<file path="src/shared/spio_cfg.svh">
// register map and reset values of the shared parallel i/o port
`ifndef SPIO_CFG_SVH
`define SPIO_CFG_SVH
`define SPIO_W 16
`define SPIO_IMPL_MASK 16'h3FFF
`define SPIO_ANA_RST 16'h0000
`define SPIO_DIR_RST 16'hFFFF
`define SPIO_LAT_RST 16'h0000
`define SPIO_ODC_RST 16'h0000
`define SPIO_ADR_DIR 4'h0
`define SPIO_ADR_PIN 4'h1
`define SPIO_ADR_LAT 4'h2
`define SPIO_ADR_ODC 4'h3
`define SPIO_ADR_ANA 4'h4
`define SPIO_ADR_PDRV 4'h5
`define SPIO_ZERO 16'h0000
`endif

</file>
<file path="src/shared/spio_pkg.sv">
// types of the shared parallel i/o port
package spio_pkg;
  typedef enum logic [1:0] {
    SPIO_IDLE = 2'b00,
    SPIO_ACK = 2'b01
  } spio_bus_t;
endpackage : spio_pkg

</file>
<file path="src/hdl/spio_sync.sv">
// three-stage synchroniser for pin levels with agreement filter
`include "spio_cfg.svh"
module spio_sync
  import spio_pkg::*;
(
  input wire logic clk_i,
  input wire logic rst_i,
  input wire logic ce_i,
  input wire logic [`SPIO_W-1:0] d_i,
  output logic [`SPIO_W-1:0] q_o
);
  logic [`SPIO_W-1:0] s1_ff, s2_ff, s3_ff, q_ff;
  logic [`SPIO_W-1:0] nxt_q;

  // a change counts only once stages two and three agree
  always_comb begin
    nxt_q = q_ff;
    for (int i = 0; i < `SPIO_W; i++) begin
      if (s2_ff[i] == s3_ff[i]) begin
        nxt_q[i] = s3_ff[i];
      end
    end
  end

  always_ff @(posedge clk_i) begin
    if (rst_i) begin
      s1_ff <= `SPIO_ZERO;
      s2_ff <= `SPIO_ZERO;
      s3_ff <= `SPIO_ZERO;
      q_ff <= `SPIO_ZERO;
    end else if (ce_i) begin
      s1_ff <= d_i;
      s2_ff <= s1_ff;
      s3_ff <= s2_ff;
      q_ff <= nxt_q;
    end
  end

  assign q_o = q_ff;
endmodule : spio_sync

</file>
<file path="src/hdl/spio_port.sv">
// shared parallel i/o port with wishbone register access
`include "spio_cfg.svh"
//////////////////////////////////////////////////////////////////////////////
// Contract
// - per pin, two muxes pick peripheral or port for data and enable
// - an enabled, driving peripheral always wins the pin over the port bit
// - active peripheral drive disables port driver; pin still readable
// - enabled but idle peripheral lets the port drive the pin
// - port output never loops into the sharing peripheral's input
// - direction bit 1 means input, 0 means output
// - every reset makes all pins inputs
// - latch register reads the latch, writes the latch
// - pin-state reads pin levels, writes go to the latch
// - unimplemented bits read zero in latch, direction, pin-state
// - open-drain bit set makes the port drive low only, float high; an owning peripheral still drives both levels
// - input-only shared pins are plain port pins
// - analog pins read zero in pin-state
module spio_port
  import spio_pkg::*;
(
  input wire logic clk_i,
  input wire logic rst_i,
  input wire logic ce_i,
  input wire logic wb_cyc_i,
  input wire logic wb_stb_i,
  input wire logic wb_we_i,
  input wire logic [5:0] wb_adr_i,
  input wire logic [3:0] wb_sel_i,
  input wire logic [31:0] wb_dat_i,
  output logic [31:0] wb_dat_o,
  output logic wb_ack_o,
  input wire logic [`SPIO_W-1:0] pin_i,
  output logic [`SPIO_W-1:0] pin_o,
  output logic [`SPIO_W-1:0] pin_oe_o,
  input wire logic [`SPIO_W-1:0] per_en_i,
  input wire logic [`SPIO_W-1:0] per_drv_i,
  input wire logic [`SPIO_W-1:0] per_out_i,
  output logic [`SPIO_W-1:0] per_in_o
);
  localparam logic [`SPIO_W-1:0] IMPL = `SPIO_IMPL_MASK;

  //////////////////////////////////////////////////////////////////////////
  // registers
  logic [`SPIO_W-1:0] direction_reg_ff, output_latch_reg_ff;
  logic [`SPIO_W-1:0] open_drain_ctrl_reg_ff, analog_sel_ff;
  logic [`SPIO_W-1:0] nxt_dir, nxt_lat, nxt_odc, nxt_ana;
  logic [31:0] rd_ff, nxt_rd;
  logic ack_ff, nxt_ack;
  spio_bus_t st_ff, nxt_st;
  logic [`SPIO_W-1:0] pin_sync, pin_state_reg, own;
  logic [`SPIO_W-1:0] wmask, wdat;
  logic hit;

  spio_sync u_sync (
    .clk_i(clk_i),
    .rst_i(rst_i),
    .ce_i(ce_i),
    .d_i(pin_i),
    .q_o(pin_sync)
  );

  assign pin_state_reg = pin_sync & ~analog_sel_ff & IMPL;
  assign own = per_en_i & per_drv_i;
  assign hit = wb_cyc_i & wb_stb_i & (st_ff == SPIO_IDLE);
  assign wmask = {{8{wb_sel_i[1]}}, {8{wb_sel_i[0]}}};
  assign wdat = wb_dat_i[`SPIO_W-1:0];

  // single-wait ack; the request is taken in the idle state only
  always_comb begin
    nxt_dir = direction_reg_ff;
    nxt_lat = output_latch_reg_ff;
    nxt_odc = open_drain_ctrl_reg_ff;
    nxt_ana = analog_sel_ff;
    nxt_rd = 32'h00000000;
    nxt_ack = 1'b0;
    nxt_st = SPIO_IDLE;
    case (st_ff)
      SPIO_IDLE: begin
        if (hit) begin
          nxt_ack = 1'b1;
          nxt_st = SPIO_ACK;
          if (wb_we_i) begin
            case (wb_adr_i[5:2])
              `SPIO_ADR_DIR: nxt_dir = ((direction_reg_ff & ~wmask) | (wdat & wmask)) & IMPL;
              `SPIO_ADR_LAT,
              `SPIO_ADR_PIN: nxt_lat = ((output_latch_reg_ff & ~wmask) | (wdat & wmask)) & IMPL;
              `SPIO_ADR_ODC: nxt_odc = ((open_drain_ctrl_reg_ff & ~wmask) | (wdat & wmask)) & IMPL;
              `SPIO_ADR_ANA: nxt_ana = ((analog_sel_ff & ~wmask) | (wdat & wmask)) & IMPL;
              default: nxt_ana = analog_sel_ff;
            endcase
          end else begin
            case (wb_adr_i[5:2])
              `SPIO_ADR_DIR: nxt_rd = {16'h0000, direction_reg_ff};
              `SPIO_ADR_PIN: nxt_rd = {16'h0000, pin_state_reg};
              `SPIO_ADR_LAT: nxt_rd = {16'h0000, output_latch_reg_ff};
              `SPIO_ADR_ODC: nxt_rd = {16'h0000, open_drain_ctrl_reg_ff};
              `SPIO_ADR_ANA: nxt_rd = {16'h0000, analog_sel_ff};
              `SPIO_ADR_PDRV: nxt_rd = {16'h0000, own & IMPL};
              default: nxt_rd = 32'h00000000;
            endcase
          end
        end
      end
      SPIO_ACK: nxt_st = SPIO_IDLE;
      default: nxt_st = SPIO_IDLE;
    endcase
  end

  always_ff @(posedge clk_i) begin
    if (rst_i) begin
      direction_reg_ff <= `SPIO_DIR_RST & IMPL;
      output_latch_reg_ff <= `SPIO_LAT_RST;
      open_drain_ctrl_reg_ff <= `SPIO_ODC_RST;
      analog_sel_ff <= `SPIO_ANA_RST & IMPL;
      rd_ff <= 32'h00000000;
      ack_ff <= 1'b0;
      st_ff <= SPIO_IDLE;
    end else if (ce_i) begin
      direction_reg_ff <= nxt_dir;
      output_latch_reg_ff <= nxt_lat;
      open_drain_ctrl_reg_ff <= nxt_odc;
      analog_sel_ff <= nxt_ana;
      rd_ff <= nxt_rd;
      ack_ff <= nxt_ack;
      st_ff <= nxt_st;
    end
  end

  assign wb_dat_o = rd_ff;
  assign wb_ack_o = ack_ff;

  //////////////////////////////////////////////////////////////////////////
  // pin muxes, registered so every output comes from a flop
  logic [`SPIO_W-1:0] pin_ff, oe_ff, pin_in_ff;
  logic [`SPIO_W-1:0] nxt_pin, nxt_oe, nxt_pin_in;

  always_comb begin
    nxt_pin = `SPIO_ZERO;
    nxt_oe = `SPIO_ZERO;
    nxt_pin_in = `SPIO_ZERO;
    for (int i = 0; i < `SPIO_W; i++) begin
      if (own[i]) begin
        nxt_pin[i] = per_out_i[i];
        nxt_oe[i] = 1'b1;
      end else begin
        nxt_pin[i] = open_drain_ctrl_reg_ff[i] ? 1'b0 : output_latch_reg_ff[i];
        nxt_oe[i] = ~direction_reg_ff[i] &
                    ~(open_drain_ctrl_reg_ff[i] & output_latch_reg_ff[i]);
      end
      // peripheral sees the pin only when the port is not driving it
      nxt_pin_in[i] = (nxt_oe[i] & ~own[i]) ? 1'b0 : pin_sync[i];
    end
    nxt_pin = nxt_pin & IMPL;
    nxt_oe = nxt_oe & IMPL;
  end

  always_ff @(posedge clk_i) begin
    if (rst_i) begin
      pin_ff <= `SPIO_ZERO;
      oe_ff <= `SPIO_ZERO;
      pin_in_ff <= `SPIO_ZERO;
    end else if (ce_i) begin
      pin_ff <= nxt_pin;
      oe_ff <= nxt_oe;
      pin_in_ff <= nxt_pin_in;
    end
  end

  assign pin_o = pin_ff;
  assign pin_oe_o = oe_ff;
  assign per_in_o = pin_in_ff;
endmodule : spio_port

</file>
<file path="config.mk">
export PLATFORM = sky130hd
export DESIGN_NAME = spio_port
export DESIGN_NICKNAME = d
export VERILOG_FILES = /design/src/shared/spio_pkg.sv /design/src/hdl/spio_sync.sv /design/src/hdl/spio_port.sv
export VERILOG_INCLUDE_DIRS = /design/src /design/src/shared
export SDC_FILE = /design/constraint.sdc
export NUM_CORES = 1
export LEC_CHECK = 0
export ABC_AREA = 1
export BUFFER_PORTS_ARGS = -buffer_cell sky130_fd_sc_hd__buf_2
export CELL_PAD_IN_SITES_DETAIL_PLACEMENT = 0
export CELL_PAD_IN_SITES_GLOBAL_PLACEMENT = 1
export CORE_ASPECT_RATIO = 1.5
export CORE_MARGIN = 10
export CORE_UTILIZATION = 34
export DETAILED_ROUTE_END_ITERATION = 12
export PLACE_DENSITY_LB_ADDON = 0.08
export REMOVE_ABC_BUFFERS = 1
export SYNTH_ARGS = -nofsm -noshare
export SYNTH_HDL_FRONTEND = slang
export SYNTH_HIERARCHICAL = 1
export SYNTH_SLANG_ARGS = --single-unit
</file>
<file path="constraint.sdc">
create_clock -name clk_i -period 1.7 [get_ports clk_i]
set_clock_uncertainty 0.2 [all_clocks]
set_input_delay 0.17 -clock clk_i [delete_from_list [all_inputs] [get_ports clk_i]]
set_output_delay 0.17 -clock clk_i [all_outputs]
set_load 0.02 [all_outputs]
</file>
==> metrics.md, run 1 <==
| Metric | Value |
|---|---|
| Cell total after placement | 1670 |
| Worst vdd rail ir drop | 0.662 mV |
| R2r setup slk | ~0.06 ns |
| Unrepaired setup endpoints after global routing | true |
| Critical-path maximum fanout | 13 |
| Clk Latency, worst-skew pair | 0.44 ns |
| Non-filler instance count after layout | approximately 1800 |
| Data arrival time of the worst path | between 1.5 and 2 ns |
| Sink Count | 179 |
| Worst path buffer plus inverter count | 2 |
| Initial Util | about a third |
| Top post-synthesis cells by area | dfxtp_1 44%, nand2_1 15%, nor2_1 7.5% |
| Sum of routed wire length over all layers | 26.9 mm |
| # nets final | roughly 1600 |
| Share of post-route cells with drive strength above 1 | ~17% |
| Starting DRC count in detailed routing | about 380 |
| Die Span X | 147 um |
| Maximum number of pins on one net before global-route repair | 70 |
| IO Port Bufs | ~150 |
| Remaining routing DRC violations | 0 |
| Final hold vios | 0 |
| First-pass GRT wire length | around 44 mm |
| Count of boundary I/O pins | about 190 |
| Hold Crit Depth | 5 |
| Post-synthesis register bit count | between 150 and 200 |
| Buffer type at the clock tree root | clkbuf_16 |
| Fin Hold WS | ~0.0082 ns |
| Number of clock buffers inserted by TritonCTS | 17 |
| Maximum Capacitance Violations | 0 |
| Synth warnings | 6 |
| Site row count | 69 |
| Fraction of post-synthesis cell area in the top cell type by area | 43.7% |
| Routed vias/inst | roughly 4.6 |
| Average detailed-routed wire length per instance | 14.9 um |
| Chip Height | between 200 and 250 um |
| Data required time of the worst path | between 1.5 and 2 ns |
| Category of cells accounting for the largest share of critical-path delay | simple AND/OR/NAND/NOR gates |
| Top cells by count, synth | 320 x nand2_1, 179 x dfxtp_1, 165 x nor2_1 |
| Setup violators final | 0 |
| Shortest clock period the worst path allows after layout | approximately 1.6 ns |
| Core footprint | 23700 um2 |
| Top FF cell, synth | dfxtp_1 |
| Post-synthesis instance area | approximately 8200 um2 |
| Startpoint kind of the worst setup timing path | flop |
| Drt first pass iters | 5 |
| Slowest stage cell on the critical path | dfxtp_2 |
| Global placement routability congestion | 0.800 |
| Clock tree buffer depth | 2 |
| Delay of the slowest cell on the worst path | between 0.3 and 0.4 ns |
| Deepest level of the CTS H-tree | 4 |
| Class of the tightest hold or removal check | in -> reg |
| Via count | between 8000 and 9000 |
| Critical path cell sequence | nand3b_1, nor3_4, buf_12, nand3_2, buf_4, nand2_1, nand3_1 |
| Run status | completed |
| Part of the Yosys area used for sequential elements | between 40 and 50% |
| Initial antenna violation count | 0 |
| Worst Reg2Reg Path Length in Cells | 7 |
| Number of synthesized flops with an enable pin | 0 |
| Library cell occupying the most area in the post-synthesis netlist | dfxtp_1 |
| Start of the worst register-to-register path | wb_ack_o$_SDFFE_PP0P_ |
| Unique cell type count in the Yosys netlist | 28 |
| Worst setup path class | reg -> reg |
| Placed wire-length estimate | between 15 and 20 mm |
| GRT Resource Usage Total | ~18% |
| Avg Inst Size Synth | roughly 6.7 um2 |
| Global route overflow | 0 |
| Synthesized netlist cell count | 1219 |
| Post-route ant nets | 0 |
| Leak | approximately 0.0053 uW |
| Crit. End Element | flop |
| Vias in the first global route | approximately 8400 |
| Max Transition Viols Final | 0 |
| Most common cell in the synthesized netlist | nand2_1 |
| Synthesis-to-finish area growth | 36.3% |
| Clock Pin Slew Worst Setup and Hold Paths | approximately 0.07 ns |
| Final period util | between 90% and 100% |
| TritonCTS clock tree | built |
| Areal power density over the cells | between 800 and 900 nW/um2 |
| Post-synth ARST share | 0% |
| Total die area | around 30000 um2 |
| Hold worst-path end | pin_o[10]$_SDFFE_PP0P_ |
| Max frequency | just over 600 MHz |
| Hold Startpoint | per_en_i[10] |
## cell type report
type	count	area, um2
Antenna cell	1	2.50
Clock buffer	18	439
Clock inverter	14	176
Fill cell	2515	12600
Inverter	128	480
Multi-Input combinational cell	847	3830
Sequential cell	179	3580
Tap cell	319	399
Timing Repair Buffer	297	2270
## tightest hold or removal path, delay by kind of cell
| kind | cells | cell delay [ns] |
|---|---|---|
| buffers and inverters | 2 | 0.17 |
| AND/OR/NAND/NOR | 2 | 0.20 |
| AO/OA/AOI/OAI | 1 | 0.06 |
## what timing repair did
action                     in CTS  in global routing
buffers inserted                0                  1
resized for setup               2                 23
hold buffers                   99                  4
pin swaps                       0                  4
hold endpoints to repair      111                  4
setup endpoints to repair       7                 65
## cells in the final DEF (no fill, tap or decap), types with 3 or more instances in the layout
cell,netlist,final
nand4_1,14,14
nor2_1,165,160
nor3_1,11,6
buf_12,1,10
conb_1,1,22
clkbuf_16,0,17
a21oi_1,84,83
nand3_2,0,6
bufinv_16,0,3
a211oi_1,11,11
a31oi_1,17,17
buf_2,12,145
buf_6,3,8
nand3_1,112,106
inv_6,0,4
o211ai_1,6,6
inv_2,2,5
dlygate4sd3_1,0,99
o21bai_1,14,14
clkinv_4,0,3
o21ai_0,64,64
dfxtp_1,179,178
nor3_2,0,5
nand2_1,320,320
buf_4,26,35
nor2_2,1,4
inv_1,125,122
## per-layer routing
metal  routed length, um  vias up  GRT usage (%)
met2               13400      161           31.1
met1               12000     3839           20.6
li1                    -     4356              -
met4                 307        0           4.53
met3                1220       21           4.14
met5                   0        -              0
## cells by family (layout without fill, tap and decap cells)
logic type / count (synthesis) / count (layout) / synth area share [%]
flops: 179 / 179 / 43.7
other cells: 1 / 23 / 0.0457
simple gates: 628 / 628 / 31.4
compound gates: 197 / 197 / 13.3
buf+inv: 214 / 457 / 11.6
## worst max-delay path by stage
stage | end | from | cells past startpoint
finish | flop | wb_ack_o$_SDFFE_PP0P_ | 7
global placement | flop | wb_adr_i[3] | 8
global route | flop | wb_ack_o$_SDFFE_PP0P_ | 8
floorplan | flop | wb_adr_i[4] | 6
detailed placement | flop | wb_adr_i[3] | 9
CTS | wb_dat_o[13]$_SDFFE_PP0P_ | wb_ack_o$_SDFFE_PP0P_ | 6
## stage by stage
stage	util (%)	setup WS [ns]	area [um2]	TNS (ns)	power (uW)
2_1_floorplan	-	-1.27	7810	-54.49	4880
5_1_grt	47.1	-0.0523	11200	-0.604	10000
6_report	47.1	0.0601	11200	0	9620
3_5_place_dp	39.9	0.00749	9470	0	5380
4_1_cts	46.7	-0.00197	11100	-0.00197	9750
3_3_place_gp	39.9	0.0518	9470	0	5380
## power breakdown
group	total (uW)	internal, uW	switching, uW	leakage [uW]
registers	4370	4310	54.4	0.00146
clock network	4160	2370	1790	0.000298
logic	1090	444	645	0.00354
total	9620	7130	2490	0.00529
No activity file was read; power rests on OpenSTA's default activity.
==> run 2: changes to the inputs <==
--- a/config.mk
+++ b/config.mk
@@ -14,6 +14,7 @@
 export CORE_MARGIN = 10
 export CORE_UTILIZATION = 34
 export DETAILED_ROUTE_END_ITERATION = 12
+export HOLD_SLACK_MARGIN = 0.05
 export PLACE_DENSITY_LB_ADDON = 0.08
 export REMOVE_ABC_BUFFERS = 1
 export SYNTH_ARGS = -nofsm -noshare
==> run 2 against run 1 <==
Register-to-register slack is essentially flat. Clock-buffer cell count is the same. Cell count increased by 0.39%. Hold slack improved by 0.032 ns. Critical path type is now in -> reg. Clock power about the same. Core utilization is 0.42 points higher. Largest power group unchanged. Non-clock buffer count is 8 higher. Critical path depth is 1 lower. Fmax decreased by 0.51%.
==> metrics.md, run 2 (synthesis results as in run 1) <==
| Metric | Value |
|---|---|
| Category of cells accounting for the largest share of critical-path delay | buffers and inverters |
| Delay of the slowest cell on the worst path | 0.57 ns |
| Final design utilization | 47.5% |
| Crit. End Element | flop |
| Critical path cell sequence | dlygate4sd3_1, buf_2, nand2_2, nand2_2, a311oi_2, dlygate4sd3_1 |
| Area of combinational cells with multiple inputs | roughly 3800 um2 |
| Worst setup path class | in -> reg |
| Most used cells in the layout excluding fill and tap cells | 318 x nand2_1, 178 x dfxtp_1, 160 x nor2_1 |
| First-pass GRT wire length | approximately 44 mm |
| Worst vdd rail ir drop | 0.664 mV |
| Global placement routability congestion | roughly 0.80 |
| Combinational fraction of design power | 11.5% |
| Final hold vios | 0 |
| Clock Pin Slew Worst Setup and Hold Paths | 0.07 ns |
| GRT Resource Usage Total | around 18% |
| Remaining routing DRC violations | 0 |
| Initial antenna violation count | 0 |
| Core footprint | around 24000 um2 |
| Shortest clock period the worst path allows after layout | ~1.6 ns |
| Leading cell type in the layout, fill and taps excluded | nand2_1 |
| Worst path buffer plus inverter count | 3 |
| Areal power density over the cells | 855 nW/um2 |
| Post-route ant nets | 0 |
| Maximum number of pins on one net before global-route repair | 70 |
| Routed vias/inst | between 4 and 5 |
| Fill cell count | between 2000 and 3000 |
| Max Transition Viols Final | 0 |
| Max frequency | approximately 610 MHz |
| Die Span X | between 100 and 150 um |
| FF+latch area | between 3000 and 4000 um2 |
| Average detailed-routed wire length per instance | 15.0 um |
| Share of post-route cells with drive strength above 1 | around 18% |
| Startpoint kind of the worst setup timing path | input port |
| Site row count | slightly below 70 |
| Switch share | about 26% |
| Maximum Capacitance Violations | 0 |
| Class of the tightest hold or removal check | in -> reg |
| Clock tree buffer depth | 2 |
| TritonCTS clock tree | built |
| Overall Power | roughly 9600 uW |
| Number of clock buffers inserted by TritonCTS | 17 |
| Part of the power in the clock network | between 40% and 50% |
| Leak | around 0.0053 uW |
| Data required time of the worst path | 1.88 ns |
| Starting DRC count in detailed routing | 373 |
| Sink Count | around 180 |
| Via count | ~8400 |
| Global route overflow | 0 |
| Chip Height | 210 um |
| Antenna diode instance count | 0 |
| # nets final | ~1600 |
| Worst slack at placement | 0.00749 ns |
| Synthesis-to-finish area growth | 37.5% |
| Sum of routed wire length over all layers | roughly 27 mm |
| Placed wire-length estimate | 18.4 mm |
| Drt first pass iters | 5 |
| Buffer type at the clock tree root | clkbuf_16 |
| IO Port Bufs | about 150 |
| Final period util | 97.0% |
| Psw | approximately 2500 uW |
| Initial Util | about a third |
| Run status | completed |
| Crit path setup slack, layout | about 0.052 ns |
| Critical-path maximum fanout | 3 |
| Sequential cell fraction of total power | 45.3% |
| Deepest level of the CTS H-tree | 4 |
| Slowest stage cell on the critical path | dlygate4sd3_1 |
| Vias in the first global route | 8479 |
| Cell total after placement | 1670 |
| Data arrival time of the worst path | ~1.8 ns |
| Int Pwr | between 7000 and 8000 uW |
| Non-filler instance count after layout | 1810 |
| Count of boundary I/O pins | 193 |
| Unrepaired setup endpoints after global routing | true |
| Clk Latency, worst-skew pair | about 0.44 ns |
| Setup violators final | 0 |
| Total die area | slightly above 30000 um2 |
-- run 2: cell types whose count changed in the layout (fill, tap and decap cells not counted), sizes merged --
cell / before / now
dlymetal6s4s: 0 / 1
diode: 1 / 0
dlygate4sd3: 99 / 106
-- run 2: per-layer routing --
metal / GRT usage, % / vias to the layer above / wire, um
met3: 4.16 / 21 / 1240
met5: 0 / - / 0
met4: 4.53 / 0 / 307
met2: 31.5 / 166 / 13700
met1: 20.8 / 3846 / 12000
li1: - / 4370 / -
-- run 2: power groups by stage --
stage | clock network [uW] | registers (uW) | logic (uW)
final | 4160 | 4370 | 1110
after CTS | 4290 | 4370 | 1110
after detailed placement | 0 | 4460 | 919
after global placement | 0 | 4460 | 918
after floorplan | 0 | 4510 | 365
after global routing | 4440 | 4380 | 1230
-- run 2: worst paths after layout --
path / start / endpoint / slack (ns) / cells past startpoint
setup / recovery: per_en_i[5] / pin_o[5]$_SDFFE_PP0P_ / 0.05 / 6
hold / removal: per_en_i[7] / pin_oe_o[7]$_SDFFE_PP0P_ / 0.04 / 4
setup reg to reg: wb_ack_o$_SDFFE_PP0P_ / wb_dat_o[2]$_SDFFE_PP0P_ / 0.05 / 6
hold reg to reg: u_sync/s3_ff[9]$_SDFFE_PP0P_ / u_sync/s3_ff[9]$_SDFFE_PP0P_ / 0.26 / 2
-- run 2: what timing repair did --
item / 4_1_cts / 5_1_grt
hold buffers: 107 / 4
setup buffers: 0 / 1
endpoints found under the setup margin: 7 / 66
pin swaps: 0 / 4
gates resized for setup: 2 / 29
endpoints found under the hold margin: 116 / 4
-- run 2: area by class of cell --
class / instances / share of cell area (%)
Clock inverter: 14 / 1.56
Timing Repair Buffer: 305 / 20.9
Tap cell: 319 / 3.54
Sequential cell: 179 / 31.8
Multi-Input combinational cell: 847 / 34.1
Inverter: 128 / 4.26
Clock buffer: 18 / 3.89
-- run 2: per-stage QoR --
step	hold slack (ns)	area, um2	TNS (ns)
after floorplan	0.0391	7810	-54.49
after global placement	0.191	9470	0
after detailed placement	0.198	9470	0
after CTS	0.0549	11200	-0.00197
after global routing	0.0632	11300	-0.604
final	0.0403	11300	0
-- run 2: worst reg2reg max path: stages (launching register included) --
cell and delay [ns]:
dfxtp_2 0.32, nand3b_1 0.21, or2_2 0.35, nor2_4 0.14, buf_6 0.17, nand2_1 0.08, a21oi_1 0.11
==> run 3: changes to the inputs <==
--- a/config.mk
+++ b/config.mk
@@ -16,7 +16,6 @@
 export DETAILED_ROUTE_END_ITERATION = 12
 export HOLD_SLACK_MARGIN = 0.05
 export PLACE_DENSITY_LB_ADDON = 0.08
-export REMOVE_ABC_BUFFERS = 1
 export SYNTH_ARGS = -nofsm -noshare
 export SYNTH_HDL_FRONTEND = slang
 export SYNTH_HIERARCHICAL = 1
==> run 3 against run 2 <==
Core utilization shrank 0.23 points. Critical path type unchanged. Total power grew 0.50%. Critical endpoint unchanged. Clock power grew 2%. Largest power group unchanged. Cell count shrank 0.28%. Critical path depth grew 1.
==> metrics.md, run 3 (synthesis results as in run 1) <==
| Metric | Value |
|---|---|
| GRT Resource Usage Total | between 10% and 20% |
| Post-place instance area | about 9500 um2 |
| Placed wire-length estimate | 18.2 mm |
| Worst vdd rail ir drop | approximately 0.67 mV |
| Final hold vios | 0 |
| Sum of routed wire length over all layers | between 20 and 30 mm |
| Maximum number of pins on one net before global-route repair | ~100 |
| Average detailed-routed wire length per instance | approximately 15 um |
| Clock tree buffer depth | 2 |
| Maximum Capacitance Violations | 0 |
| Final design utilization | between 40% and 50% |
| Data required time of the worst path | around 1.8 ns |
| Routed vias/inst | about 4.6 |
| # nets final | 1586 |
| Synthesis-to-finish area growth | 36.8% |
| Non-filler instance count after layout | 1805 |
| Unrepaired setup endpoints after global routing | true |
| Via count | around 8300 |
| Total die area | 30900 um2 |
| Number of clock buffers inserted by TritonCTS | 17 |
| Initial Util | around a third |
| R2r setup slk | about 0.06 ns |
| Count of boundary I/O pins | 193 |
| Critical-path maximum fanout | 3 |
| Run status | completed |
| Data arrival time of the worst path | around 1.8 ns |
| Areal power density over the cells | between 800 and 900 nW/um2 |
| Clock Pin Slew Worst Setup and Hold Paths | roughly 0.070 ns |
| Starting DRC count in detailed routing | approximately 520 |
| Crit. End Element | flop |
| Die Span X | approximately 150 um |
| Psw | approximately 2400 uW |
| Crit path setup slack, layout | between 0.04 and 0.05 ns |
| Max transition margin | 59.1% |
| Share of post-route cells with drive strength above 1 | between 10% and 20% |
| Fin Hold WS | ~0.065 ns |
| Max Transition Viols Final | 0 |
| Vias in the first global route | roughly 8300 |
| Startpoint kind of the worst setup timing path | input port |
| Leading cell type in the layout, fill and taps excluded | nand2_1 |
| Chip Height | 210 um |
| Worst slack at placement | around 0.011 ns |
| Switch share | approximately a quarter |
| Part of the power in the clock network | between 40% and 50% |
| Worst setup path class | in -> reg |
| Deepest level of the CTS H-tree | 4 |
| Class of the tightest hold or removal check | in -> reg |
| Cell total after placement | roughly 1700 |
| Post-route ant nets | 0 |
| Global placement routability congestion | roughly 0.8 |
| Fill cell count | 2486 |
| First-pass GRT wire length | between 40 and 50 mm |
| IO Port Bufs | approximately 150 |
| Int Pwr | approximately 7300 uW |
| Setup violators final | 0 |
| Most used cells in the layout excluding fill and tap cells | 318 x nand2_1, 176 x dfxtp_1, 159 x nor2_1 |
| Final period util | between 90% and 100% |
| Sink Count | approximately 180 |
| Drt first pass iters | 5 |
| Final instance area | approximately 11000 um2 |
| Remaining routing DRC violations | 0 |
| Sequential cell fraction of total power | about 45% |
| Combinational fraction of design power | approximately 11% |
| Max frequency | between 600 and 700 MHz |
| TritonCTS clock tree | built |
| Initial antenna violation count | 1 |
| Leak | 0.00531 uW |
| Shortest clock period the worst path allows after layout | 1.66 ns |
| Core footprint | between 20000 and 25000 um2 |
| Global route overflow | 0 |
| Buffer type at the clock tree root | clkbuf_16 |
| Site row count | 69 |
| Pin slew with the least headroom to its limit | 0.613 ns |
| Clk Latency, worst-skew pair | between 0.4 and 0.5 ns |
[run 3: cell types whose count changed in the layout (fill, tap and decap cells not counted), moves of 3 or more]
| cell | previous run | this run |
|---|---|---|
| inv_6 | 4 | 1 |
| clkbuf_1 | 0 | 3 |
| dlygate4sd3_1 | 106 | 103 |
| nor3_2 | 6 | 2 |
| buf_6 | 8 | 4 |
| nand3_2 | 6 | 3 |
| nor3_1 | 5 | 9 |
[run 3: timing repair]
| action | CTS | global route |
|---|---|---|
| hold endpoints to repair | 113 | 1 |
| gates resized for setup | 0 | 19 |
| setup endpoints to repair | 3 | 53 |
| pin swaps | 1 | 4 |
| hold buffers | 105 | 1 |
| setup buffers | 0 | 4 |
[run 3: through the flow]
stage,total power (uW),setup TNS (ns)
global placement,5370,0
detailed placement,5370,0
finish,9690,0
CTS,9810,0
floorplan,5030,-0.254
global route,10100,-0.298
[run 3: path summary, 6_finish.rpt]
path                                           startpoint                   endpoint  cells after the start
worst min-delay path                                rst_i                       flop                      4
worst max-delay path                         per_drv_i[5]      pin_o[5]$_SDFFE_PP0P_                      7
worst min register to register  wb_dat_o[11]$_SDFFE_PP0P_  wb_dat_o[11]$_SDFFE_PP0P_                      2
worst max register to register                       flop  pin_oe_o[12]$_SDFFE_PP0P_                      4
[run 3: critical path: stages]
cell           delay [ns]
dlygate4sd3_1        0.53
buf_2                0.12
nand2_2              0.09
nand2_1              0.11
a21oi_2              0.13
a311oi_1             0.05
dlygate4sd3_1        0.58
[run 3: power by group through the flow]
stage	clock network [uW]	registers [uW]	logic [uW]
final	4230	4370	1080
after global routing	4510	4380	1200
after CTS	4350	4370	1090
after detailed placement	0	4470	903
after global placement	0	4460	902
after floorplan	0	4510	513
[run 3: metal layers]
layer  GRT usage, %  wire, um  up-vias
met5              0         0        -
met4           4.12       227        0
met3           3.49       983       12
met2           30.0     13400      141
met1           21.3     12100     3750
li1               -         -     4372
[run 3: area by class of cell]
type                    count  area, um2  share of cell area, %
multi-input cells         847       3820                   34.0
flip-flops and latches    179       3590                   32.0
repair buffers            301       2320                   20.7
inverters                 128        480                   4.28
clock buffers              22        464                   4.14
well taps                 319        399                   3.56
clock inverters             8        151                   1.35
diodes                      1       2.50                 0.0223
